--- src/ucs_pkg.sv ---
// How it works
// - Sync mode, bit 8 clear: serial clock toggles only around a character.
// - Sync mode, free clock bit 8 set: serial clock runs without pause.
// - Auto-stop bit 9: a received character clears bits 8 and 9 together.
// - Rate-learn bit 16: time first start bit, load baud divider with it.
// - Rate-learn bit clears itself on finish or on rate-learn error.
// - Writing 1 clears a clearable status flag; writing 0 leaves it.
// - Noise, parity, framing flags set on detection, stay until cleared.
// - Read-only flags other than bit 3 are masked through the enable set register.
// - Status bit 1 reads 0 while receiving, 1 otherwise, resets to 1.
// - Status bit 3 reads 0 while sending, 1 otherwise, resets to 1.
// - Status bit 4 shows clear-to-send level regardless of flow gate enable.
// - Clear-to-send level comes from the pin, or looped value in loopback.
// - Status bit 5 sets on clear-to-send change, resets 0, write 1 clears.
// - Framing error flag bit 13 sets when a character lacks its stop bit.
// - Rate-learn error bit 16 sets when the measure count hits its limit.
package ucs_pkg;

    // Register byte offsets
    localparam logic [11:0] UCS_OFF_CONTROL  = 12'h004;
    localparam logic [11:0] UCS_OFF_FLAGS    = 12'h008;
    localparam logic [11:0] UCS_OFF_IEN_SET  = 12'h00c;
    localparam logic [11:0] UCS_OFF_IEN_CLR  = 12'h010;
    localparam logic [11:0] UCS_OFF_DIVIDER  = 12'h020;

    // Control register fields
    localparam int UCS_CTL_CONT_CLK   = 8;
    localparam int UCS_CTL_AUTO_STOP  = 9;
    localparam int UCS_CTL_RATE_LEARN = 16;

    // Status register fields
    localparam int UCS_ST_RX_QUIET    = 1;
    localparam int UCS_ST_TX_QUIET    = 3;
    localparam int UCS_ST_CTS_LEVEL   = 4;
    localparam int UCS_ST_CTS_CHANGED = 5;
    localparam int UCS_ST_START       = 12;
    localparam int UCS_ST_FRAME_ERR   = 13;
    localparam int UCS_ST_PARITY_ERR  = 14;
    localparam int UCS_ST_NOISE       = 15;
    localparam int UCS_ST_RATE_ERR    = 16;

    // Flags that writing 1 clears
    localparam logic [31:0] UCS_W1C_MASK = 32'h0001_f020;
    // Flags with an interrupt enable
    localparam logic [31:0] UCS_IEN_MASK = 32'h0001_f028;

    // Reset values
    localparam logic        UCS_RST_CONT_CLK   = 1'b0;
    localparam logic        UCS_RST_AUTO_STOP  = 1'b0;
    localparam logic        UCS_RST_RATE_LEARN = 1'b0;
    localparam logic        UCS_RST_QUIET      = 1'b1;
    localparam logic        UCS_RST_FLAG       = 1'b0;
    localparam logic [15:0] UCS_RST_DIVIDER    = 16'h0000;

    // Synchroniser depth
    localparam int UCS_SYNC_STAGES = 2;

endpackage

--- src/ucs_flags.sv ---
// Strobed register access is this design's own decision.
`timescale 1ns/1ps
module ucs_flags
    import ucs_pkg::*;
#(
    parameter int AW = 12,
    parameter int DW = 16
)
(
    // Clock and reset
    input  wire logic          mclk,
    input  wire logic          rst_n,
    // Register port
    input  wire logic [AW-1:0] reg_addr,
    input  wire logic [31:0]   reg_wdata,
    input  wire logic          reg_wr,
    input  wire logic          reg_rd,
    output logic      [31:0]   reg_rdata,
    // Configuration from the rest of the serial unit
    input  wire logic          sync_mode,
    input  wire logic          loopback,
    input  wire logic          flow_gate_enable,
    input  wire logic          loop_cts,
    // Receiver and transmitter activity
    input  wire logic          rx_busy,
    input  wire logic          tx_busy,
    input  wire logic          rx_char_done,
    input  wire logic          rx_start_seen,
    input  wire logic          rx_frame_err,
    input  wire logic          rx_parity_err,
    input  wire logic          rx_noise,
    // Pins
    input  wire logic          receive_pin,
    input  wire logic          cts_pin,
    output logic               serial_clk,
    // Outputs to the rest of the unit
    output logic      [DW-1:0] baud_divider,
    output logic               cts_level,
    output logic               cts_gate,
    output logic               irq_request
);

    typedef struct packed {
        logic          continuous_clock;
        logic          auto_stop_free_clock;
        logic          rate_learn_enable;
        logic [DW-1:0] divider;
        logic [31:0]   ien;
        logic          cts_prev;
        logic          cts_changed;
        logic          start_flag;
        logic          frame_err;
        logic          parity_err;
        logic          noise_err;
        logic          rate_learn_error;
        logic          rx_quiet;
        logic          tx_quiet;
        logic [DW-1:0] clk_count;
        logic          sclk;
        logic [31:0]   rdata;
        logic          irq;
    } ucs_state_t;

    ucs_state_t s_q;
    ucs_state_t s_d;

    logic          cts_synced;
    logic          rl_done;
    logic          rl_error;
    logic [DW-1:0] rl_value;
    logic          clk_active;
    logic [31:0]   status_word;
    logic          wr_control;
    logic          wr_flags;
    logic          wr_ien_set;
    logic          wr_ien_clr;
    logic          wr_divider;

    // Address match shared by every register
    function automatic logic hit(input logic [AW-1:0] a,
                                 input logic [11:0]   off);
        hit = (a == AW'(off));
    endfunction

    // Pin sampled through two flops before any use
    ucs_sync u_cts_sync (
        .mclk (mclk),
        .rst_n(rst_n),
        .din  (cts_pin),
        .dout (cts_synced)
    );

    ucs_rate_learn #(
        .DW(DW)
    ) u_rate_learn (
        .mclk       (mclk),
        .rst_n      (rst_n),
        .enable     (s_q.rate_learn_enable),
        .receive_pin(receive_pin),
        .done       (rl_done),
        .error      (rl_error),
        .measured   (rl_value)
    );

    // Looped value replaces the pin in loopback
    assign cts_level = loopback ? loop_cts : cts_synced;
    assign cts_gate  = flow_gate_enable & cts_level;

    // Clock runs free or only around a character
    assign clk_active = sync_mode &
                        (s_q.continuous_clock | tx_busy | rx_busy);

    assign wr_control = reg_wr & hit(reg_addr, UCS_OFF_CONTROL);
    assign wr_flags   = reg_wr & hit(reg_addr, UCS_OFF_FLAGS);
    assign wr_ien_set = reg_wr & hit(reg_addr, UCS_OFF_IEN_SET);
    assign wr_ien_clr = reg_wr & hit(reg_addr, UCS_OFF_IEN_CLR);
    assign wr_divider = reg_wr & hit(reg_addr, UCS_OFF_DIVIDER);

    // Status word; level bits read registered copies of the levels
    always_comb
    begin
        status_word                     = '0;
        status_word[UCS_ST_RX_QUIET]    = s_q.rx_quiet;
        status_word[UCS_ST_TX_QUIET]    = s_q.tx_quiet;
        status_word[UCS_ST_CTS_LEVEL]   = s_q.cts_prev;
        status_word[UCS_ST_CTS_CHANGED] = s_q.cts_changed;
        status_word[UCS_ST_START]       = s_q.start_flag;
        status_word[UCS_ST_FRAME_ERR]   = s_q.frame_err;
        status_word[UCS_ST_PARITY_ERR]  = s_q.parity_err;
        status_word[UCS_ST_NOISE]       = s_q.noise_err;
        status_word[UCS_ST_RATE_ERR]    = s_q.rate_learn_error;
    end

    always_comb
    begin
        s_d = s_q;

        // Control register write; reserved bits are dropped
        if (wr_control)
        begin
            s_d.continuous_clock     = reg_wdata[UCS_CTL_CONT_CLK];
            s_d.auto_stop_free_clock = reg_wdata[UCS_CTL_AUTO_STOP];
            s_d.rate_learn_enable    = reg_wdata[UCS_CTL_RATE_LEARN];
        end

        // Both bits drop together after a whole character
        if (rx_char_done && s_q.auto_stop_free_clock)
        begin
            s_d.continuous_clock     = 1'b0;
            s_d.auto_stop_free_clock = 1'b0;
        end

        if (wr_divider)
            s_d.divider = reg_wdata[DW-1:0];

        // Measured bit time loads the divider
        if (rl_done)
            s_d.divider = rl_value;

        // Mode ends itself on result or on time-out
        if (rl_done || rl_error)
            s_d.rate_learn_enable = 1'b0;

        // Enables: set and clear registers, read-only flags other than bit 3 masked
        if (wr_ien_set)
            s_d.ien = s_q.ien | (reg_wdata & UCS_IEN_MASK);
        if (wr_ien_clr)
            s_d.ien = s_q.ien & ~reg_wdata;

        // Writing 1 clears, 0 keeps; a new event wins over the clear
        if (wr_flags && reg_wdata[UCS_ST_CTS_CHANGED])
            s_d.cts_changed = 1'b0;
        if (wr_flags && reg_wdata[UCS_ST_START])
            s_d.start_flag = 1'b0;
        if (wr_flags && reg_wdata[UCS_ST_FRAME_ERR])
            s_d.frame_err = 1'b0;
        if (wr_flags && reg_wdata[UCS_ST_PARITY_ERR])
            s_d.parity_err = 1'b0;
        if (wr_flags && reg_wdata[UCS_ST_NOISE])
            s_d.noise_err = 1'b0;
        if (wr_flags && reg_wdata[UCS_ST_RATE_ERR])
            s_d.rate_learn_error = 1'b0;

        // Change of the clear-to-send level
        s_d.cts_prev = cts_level;
        if (cts_level != s_q.cts_prev)
            s_d.cts_changed = 1'b1;

        if (rx_start_seen)
            s_d.start_flag = 1'b1;
        // Sticky until software clears them
        if (rx_frame_err)
            s_d.frame_err = 1'b1;
        if (rx_parity_err)
            s_d.parity_err = 1'b1;
        if (rx_noise)
            s_d.noise_err = 1'b1;
        if (rl_error)
            s_d.rate_learn_error = 1'b1;

        // Quiet flags are the inverse of activity
        s_d.rx_quiet = ~rx_busy;
        s_d.tx_quiet = ~tx_busy;

        // Serial clock divider; idles low when not allowed to run
        if (!clk_active)
        begin
            s_d.clk_count = '0;
            s_d.sclk      = 1'b0;
        end
        else if (s_q.clk_count >= s_q.divider)
        begin
            s_d.clk_count = '0;
            s_d.sclk      = ~s_q.sclk;
        end
        else
            s_d.clk_count = s_q.clk_count + 1'b1;

        // Read data, valid in the cycle after the strobe
        s_d.rdata = '0;
        if (reg_rd)
        begin
            if (hit(reg_addr, UCS_OFF_CONTROL))
            begin
                s_d.rdata[UCS_CTL_CONT_CLK]   = s_q.continuous_clock;
                s_d.rdata[UCS_CTL_AUTO_STOP]  = s_q.auto_stop_free_clock;
                s_d.rdata[UCS_CTL_RATE_LEARN] = s_q.rate_learn_enable;
            end
            else if (hit(reg_addr, UCS_OFF_FLAGS))
                s_d.rdata = status_word;
            else if (hit(reg_addr, UCS_OFF_IEN_SET))
                s_d.rdata = s_q.ien;
            else if (hit(reg_addr, UCS_OFF_DIVIDER))
                s_d.rdata = 32'(s_q.divider);
            else
                s_d.rdata = '0;
        end

        // Enabled flags raise the request
        s_d.irq = |(status_word & s_q.ien);
    end

    always_ff @(posedge mclk or negedge rst_n)
    begin
        if (!rst_n)
        begin
            s_q.continuous_clock     <= UCS_RST_CONT_CLK;
            s_q.auto_stop_free_clock <= UCS_RST_AUTO_STOP;
            s_q.rate_learn_enable    <= UCS_RST_RATE_LEARN;
            s_q.divider              <= DW'(UCS_RST_DIVIDER);
            s_q.ien                  <= '0;
            s_q.cts_prev             <= 1'b0;
            s_q.cts_changed          <= UCS_RST_FLAG;
            s_q.start_flag           <= UCS_RST_FLAG;
            s_q.frame_err            <= UCS_RST_FLAG;
            s_q.parity_err           <= UCS_RST_FLAG;
            s_q.noise_err            <= UCS_RST_FLAG;
            s_q.rate_learn_error     <= UCS_RST_FLAG;
            s_q.rx_quiet             <= UCS_RST_QUIET;
            s_q.tx_quiet             <= UCS_RST_QUIET;
            s_q.clk_count            <= '0;
            s_q.sclk                 <= 1'b0;
            s_q.rdata                <= '0;
            s_q.irq                  <= 1'b0;
        end
        else
            s_q <= s_d;
    end

    assign reg_rdata    = s_q.rdata;
    assign serial_clk   = s_q.sclk;
    assign baud_divider = s_q.divider;
    assign irq_request  = s_q.irq;

endmodule

--- src/ucs_rate_learn.sv ---
`timescale 1ns/1ps
module ucs_rate_learn
    import ucs_pkg::*;
#(
    parameter int DW = 16
)
(
    // Clock and reset
    input  wire logic          mclk,
    input  wire logic          rst_n,
    // Control
    input  wire logic          enable,
    input  wire logic          receive_pin,
    // Result
    output logic               done,
    output logic               error,
    output logic [DW-1:0]      measured
);

    typedef enum logic [1:0] {
        UCS_RL_WAIT_HIGH,
        UCS_RL_WAIT_LOW,
        UCS_RL_MEASURE
    } ucs_rl_state_t;

    typedef struct packed {
        ucs_rl_state_t state;
        logic [DW-1:0] count;
        logic          done;
        logic          error;
        logic [DW-1:0] value;
    } ucs_rl_t;

    ucs_rl_t r_q;
    ucs_rl_t r_d;

    always_comb
    begin
        r_d       = r_q;
        r_d.done  = 1'b0;
        r_d.error = 1'b0;
        if (!enable)
        begin
            r_d.state = UCS_RL_WAIT_HIGH;
            r_d.count = '0;
        end
        else
        begin
            case (r_q.state)
                UCS_RL_WAIT_HIGH:
                begin
                    // Wait for an idle line so the edge is a real start
                    if (receive_pin)
                        r_d.state = UCS_RL_WAIT_LOW;
                end
                UCS_RL_WAIT_LOW:
                begin
                    // Falling edge opens the start bit
                    if (!receive_pin)
                    begin
                        r_d.state = UCS_RL_MEASURE;
                        r_d.count = '0;
                    end
                end
                UCS_RL_MEASURE:
                begin
                    if (receive_pin)
                    begin
                        // Bit time in cycles, less one, is the divider
                        r_d.done  = 1'b1;
                        r_d.value = r_q.count;
                        r_d.state = UCS_RL_WAIT_HIGH;
                    end
                    else if (&r_q.count)
                    begin
                        // Counter at its limit: time-out
                        r_d.error = 1'b1;
                        r_d.state = UCS_RL_WAIT_HIGH;
                    end
                    else
                        r_d.count = r_q.count + 1'b1;
                end
                default:
                    r_d.state = UCS_RL_WAIT_HIGH;
            endcase
        end
    end

    always_ff @(posedge mclk or negedge rst_n)
    begin
        if (!rst_n)
        begin
            r_q.state <= UCS_RL_WAIT_HIGH;
            r_q.count <= '0;
            r_q.done  <= 1'b0;
            r_q.error <= 1'b0;
            r_q.value <= '0;
        end
        else
            r_q <= r_d;
    end

    assign done     = r_q.done;
    assign error    = r_q.error;
    assign measured = r_q.value;

endmodule

--- src/ucs_sync.sv ---
`timescale 1ns/1ps
module ucs_sync
    import ucs_pkg::*;
(
    // Clock and reset
    input  wire logic mclk,
    input  wire logic rst_n,
    // Level in and out
    input  wire logic din,
    output logic      dout
);

    typedef struct packed {
        logic [UCS_SYNC_STAGES-1:0] stage;
    } ucs_sync_t;

    ucs_sync_t s_q;
    ucs_sync_t s_d;

    // Each stage only feeds the next one
    always_comb
    begin
        s_d.stage = {s_q.stage[UCS_SYNC_STAGES-2:0], din};
    end

    always_ff @(posedge mclk or negedge rst_n)
    begin
        if (!rst_n)
            s_q <= '0;
        else
            s_q <= s_d;
    end

    assign dout = s_q.stage[UCS_SYNC_STAGES-1];

endmodule

--- config.mk ---
export PLATFORM = sky130hd
export DESIGN_NAME = ucs_flags
export DESIGN_NICKNAME = d
export VERILOG_FILES = /design/src/ucs_pkg.sv /design/src/ucs_flags.sv /design/src/ucs_rate_learn.sv /design/src/ucs_sync.sv
export SDC_FILE = /design/constraint.sdc
export NUM_CORES = 1
export LEC_CHECK = 0
export BUFFER_PORTS_ARGS = -buffer_cell sky130_fd_sc_hd__buf_2
export CAP_MARGIN = 0
export CORE_MARGIN = 3
export CORE_UTILIZATION = 55
export CTS_CLUSTER_DIAMETER = 30
export DETAILED_ROUTE_END_ITERATION = 8
export MAX_ROUTING_LAYER = met4
export PLACE_DENSITY = 0.85
export SKIP_CTS_REPAIR_TIMING = 1
export SYNTH_ARGS = -nofsm -noshare
export SYNTH_HDL_FRONTEND = slang
export SYNTH_HIERARCHICAL = 1
export SYNTH_SLANG_ARGS = --single-unit
--- constraint.sdc ---
create_clock -name mclk -period 5.9 [get_ports mclk]
set_input_delay 1.18 -clock mclk [delete_from_list [all_inputs] [get_ports mclk]]
set_output_delay 1.18 -clock mclk [all_outputs]
set_load 0.1 [all_outputs]
# Word level (Yosys, flattened, before mapping)
# Index checks and enable logic that the tools add are counted.
# W data, S select, Z words.
[op_classes]
addsub = 2
n_reduce_logical = 24
magnitude_cmp = 1
mux = 47
n_eq_ne = 15
bitwise_logic = 16
[ops]
columns = ["cell", "count"]
rows = [
  ["$mux W32", 5],
  ["$mux W16", 7],
  ["$mux W18", 4],
  ["$add A16 B1 Y16 const B", 2],
  ["$and A17 B32 Y32", 1],
  ["$and A32 B32 Y32", 1],
  ["$not A32 Y32", 1],
  ["$or A32 B17 Y32", 1],
  ["$pmux W16 S2", 1],
  ["$reduce_or A32 Y1", 1],
  ["$eq A12 B4 Y1 const B", 2],
  ["$reduce_bool A2 Y1", 10],
  ["$mux W1", 19],
  ["$mux W17", 1],
  ["$ge A16 B16 Y1", 1],
  ["$reduce_and A16 Y1", 1],
  ["$mux W15", 1],
  ["$eq A12 B3 Y1 const B", 1],
  ["$eq A12 B5 Y1 const B", 1],
  ["$eq A12 B6 Y1 const B", 1],
  ["$ne A3 B3 Y1 const B", 4],
  ["$mux W2", 5],
  ["$mux W8", 1],
  ["$and A1 B1 Y1", 7],
  ["other kinds (16)", 26],
]
[totals]
output_inout_bits = 52
inputBits = 61
wordCells = 129
register_bits = 148

# Logic depth before layout (Yosys ltp)
[depth]
ltp_word = 6
ltp_mapped = 8
mapped_depth_nobuf = 7

# Cells and area by module
# Netlist, hierarchy kept.
[modules_own_cells]
columns = ["module", "seq_area_each_um2", "n_inst", "cells_per_inst", "area_each_um2"]
rows = [
  ["ucs_flags", 2755.1, 1, 516, 5385.2],
  ["ucs_rate_learn", 900.9, 1, 175, 1865.5],
  ["ucs_sync", 50.0, 1, 2, 50.0],
]

# Worst setup path before layout
# No wires, ideal clock.
[synth_path]
path_kind = "in2out"
from = "input loopback"
to = "output cts_gate"
path_slack_ps = 2043
t_arrival_ps = 2677
n_path_buf = 0
stages = 2
t_required_ps = 4720
path_cell_list = "mux2i_1 > nor2b_1"
[synth_via]
elab_chain_cells = 2
[synth_rtl]
columns = ["element", "line", "rtl"]
rows = [
  ["start: declaration", "ucs_flags.sv:21", "input wire logic loopback,"],
  ["$mux W1", "ucs_flags.sv:106", "assign cts_level = loopback ? loop_cts : cts_synced;"],
  ["$and A1 B1 Y1", "ucs_flags.sv:107", "assign cts_gate = flow_gate_enable & cts_level;"],
  ["end: declaration", "ucs_flags.sv:39", "output logic cts_gate,"],
]
# No other way between the ends.

# Worst setup path in the final report
# Ends and elaborated chain as after synthesis.

==> impl_metrics.yaml <==
global_routing:
  antenna_found_initial: 0
  grt_overflow: 0
  grt_util_all_layers_pct: 24.9
  grt_pass1_vias: 5347
  grt_start_max_net_pins: 96
  grt_pass1_wl_um: 27400
sta:
  fmax_mhz: 309
  final_min_period_over_clock_period_pct: 54.8
  finalSetupViolCount: 0
  rsz0062_at_grt: "false"
  fin_worst_skew_ns: 0.00572
  drv_slew: 0
  relSlewSlack_pct: 26.8
  fin_crit_ns: 3.24
  hold_viol_final: 0
  tightest_slew_ns: 1.10
  tns_ns: 0
cells_and_area:
  nFillCells: 943
  antennaDiodeCount: 0
  multi_input_area_mm2: 0.00287
  stdcell_count: 919
  fin_util_pct: 63.2
  seq_area_mm2: 0.00371
  areaGrowthSynthToFinish_pct: 10.6
  layout-drive-gt1-share_pct: 24.1
  layout.nets: 814
power_and_ir_drop:
  p_leak_nw: 4.05
  p_switching_mw: 0.493
  p_clk_share_pct: 49.6
  powerDensity_mw_per_mm2: 276
  share_seq_of_total_power_pct: 46.1
  p_int_mw: 1.73
  combPwrFrac_pct: 4.3
  p_sw_share_pct: 22.2
  peakVddDrop_uv: 235
synth:
  yosys.cell_types.count: 67
  netlist_instances: 693
  synth-edff-count: 0
  synth_warnings: 6
  avgSynthCellArea_um2: 10.5
  syn_nets: 772
  ys_async_sr_fraction_pct: 100
  ys_ff_latch: 148
  ys.flop_type: "dfrtp_1"
  synth_area_mm2: 0.00730
  yosysSeqAreaShare_pct: 50.8
worst_setup_path:
  cp_max_fo: 3
  path_class: "in -> out"
  r2r_start: "baud_divider[13]"
  r2r-end: "serial_clk"
  r2r_slack_ns: 3.35
  end_kind: "output pin"
  cp.arrival_ns: 2.06
  worstPathRequired_ns: 4.72
  worstSetupStartpointType: "input port"
  reg2reg_depth: 8
clock_tree:
  cts_buffers: 17
  clockBufferDepth: 2
  path_clk_slew_ns: 0.06
  cts_root_buf: "clkbuf_16"
  worstSkewPairLatency_ns: 0.43
  cts_tree: "done"
  h-tree-depth: 4
  cts_num_sinks: 148
floorplanning:
  floorplan.rows: 41
  coreArea_mm2: 0.0128
  dieHeight_um: 121
  io_pins: 113
  die_area_mm2: 0.0147
  die_x_um: 121
  start_util_pct: 57.2
placed_design:
  hpwl_um: 12200
  gp_congestion: 0.994
  place_inst: 888
  portBuffers: 112
hold_path:
  min_to: "u_cts_sync/s_q[1]"
  hold_depth: 0
  hp-class: "reg -> reg"
  holdCritStartpoint: "u_cts_sync/s_q[0]"
drt:
  routed_wl_um: 17000
  drtPass1Iterations: 5
  remaining_drc_errors: 0
  ant_nets: 0
  vias_per_cell: 5.85
  wire_per_inst_um: 18.5
  num_vias: 5378
  drtIter0Drc: 496
status:
  status: "complete, no violations"
job:
  drv_cap: 0
-- registers in the layout, summed over array words and instances, names as in the netlist, named ones only --
register               cells
baud_divider              16
irq_request                1
reg_rdata                 32
s_q                       53
serial_clk                 1
u_cts_sync/s_q             2
u_rate_learn/done          1
u_rate_learn/error         1
u_rate_learn/measured     16
u_rate_learn/r_q          18
-- routing by layer --
metal  wire, µm  share of wire, %  global-route usage [%]
met5          0                 0                       -
met4        397               2.3                    8.82
met3       1020               6.0                    5.50
met2       8690                51                    41.3
met1       6890                41                    30.3
-- power groups by stage --
stage	logic (mW)	clock network (mW)	registers [mW]
4_1_cts	0.0974	1.12	1.03
6_report	0.0960	1.10	1.03
5_1_grt	0.105	1.17	1.03
2_1_floorplan	0.0337	0	1.05
3_3_place_gp	0.0929	0	1.04
3_5_place_dp	0.0968	0	1.04
-- through the flow --
step	setup slack [ns]	hold WS, ns	area (µm²)	total power, mW
6_report	2.66	0.348	8070	2.23
5_1_grt	2.62	0.360	8070	2.30
4_1_cts	2.65	0.350	8070	2.24
3_5_place_dp	2.43	0.340	7470	1.14
3_3_place_gp	2.60	0.332	7470	1.14
2_1_floorplan	2.04	0.331	7300	1.08
-- cells by family (layout without fill, tap and decap cells) --
| kind of cell | count (synthesis) | after routing | synth area share (%) |
|---|---|---|---|
| AO/OA/AOI/OAI | 151 | 151 | 13.5 |
| XOR/XNOR | 16 | 16 | 1.92 |
| adder cells (fa/ha/maj) | 18 | 18 | 3.08 |
| buffers and inverters | 115 | 169 | 9.94 |
| flip-flops | 148 | 148 | 50.8 |
| multiplexers | 38 | 38 | 5.52 |
| AND/OR/NAND/NOR | 207 | 207 | 15.3 |
-- layout by cell type, fill, tap and decap left out, types with 18 or more instances in the layout --
master	instances
nor2_1	32
inv_1	23
a21oi_1	26
o21ai_0	31
mux2_2	18
ha_1	18
a21boi_0	26
nand2_1	62
mux2i_1	20
buf_2	111
dfrtp_1	146
-- worst max-delay path, stage by stage --
cell	delay [ns]
buf_2	0.10
mux2i_1	0.17
nor2b_1	0.15
buf_2	0.44
-- how the worst max path moves through the flow --
stage,end,startpoint
detailed placement,s_q[77],reg_addr[9]
finish,cts_gate,loopback
global route,cts_level,loopback
global placement,baud_divider[11],reg_addr[9]
floorplan,cts_gate,loopback
CTS,cts_gate,loopback
-- layout make-up --
type                    count  area share, %
inverters                  23           1.07
clock inverters            12           1.92
well taps                 172           2.67
repair buffers            115           7.30
flip-flops and latches    148           45.9
multi-input cells         430           35.5
clock buffers              19           5.61
-- synthesized netlist by cell type, types with 3 or more instances --
| cell | n | area (µm²) |
|---|---|---|
| ha_1 | 18 | 225 |
| o21ai_0 | 31 | 155 |
| a31oi_1 | 12 | 75.1 |
| mux2_2 | 18 | 203 |
| or4_1 | 3 | 22.5 |
| nor4_1 | 7 | 43.8 |
| inv_1 | 23 | 86.3 |
| buf_2 | 7 | 35.0 |
| buf_4 | 65 | 488 |
| o21ai_1 | 10 | 50.1 |
| nand2_1 | 62 | 233 |
| nand3_1 | 14 | 70.1 |
| a21boi_0 | 26 | 195 |
| nor2_1 | 32 | 120 |
| a22oi_1 | 10 | 75.1 |
| nand2b_1 | 3 | 18.8 |
| mux2i_1 | 20 | 200 |
| nor3_1 | 7 | 35.0 |
| a21oi_1 | 26 | 130 |
| and4_1 | 3 | 26.3 |
| clkbuf_1 | 15 | 56.3 |
| o311ai_0 | 3 | 26.3 |
| and2_2 | 3 | 22.5 |
| dfrtp_1 | 146 | 3650 |
| xor2_1 | 7 | 61.3 |
| nor2b_1 | 14 | 87.6 |
| nand4_1 | 9 | 56.3 |
| and3_1 | 17 | 106 |
| buf_6 | 4 | 45.0 |
| xnor2_1 | 9 | 78.8 |
| and2_1 | 14 | 87.6 |
| a21o_1 | 10 | 75.1 |
(Power assumes the default switching activity.)
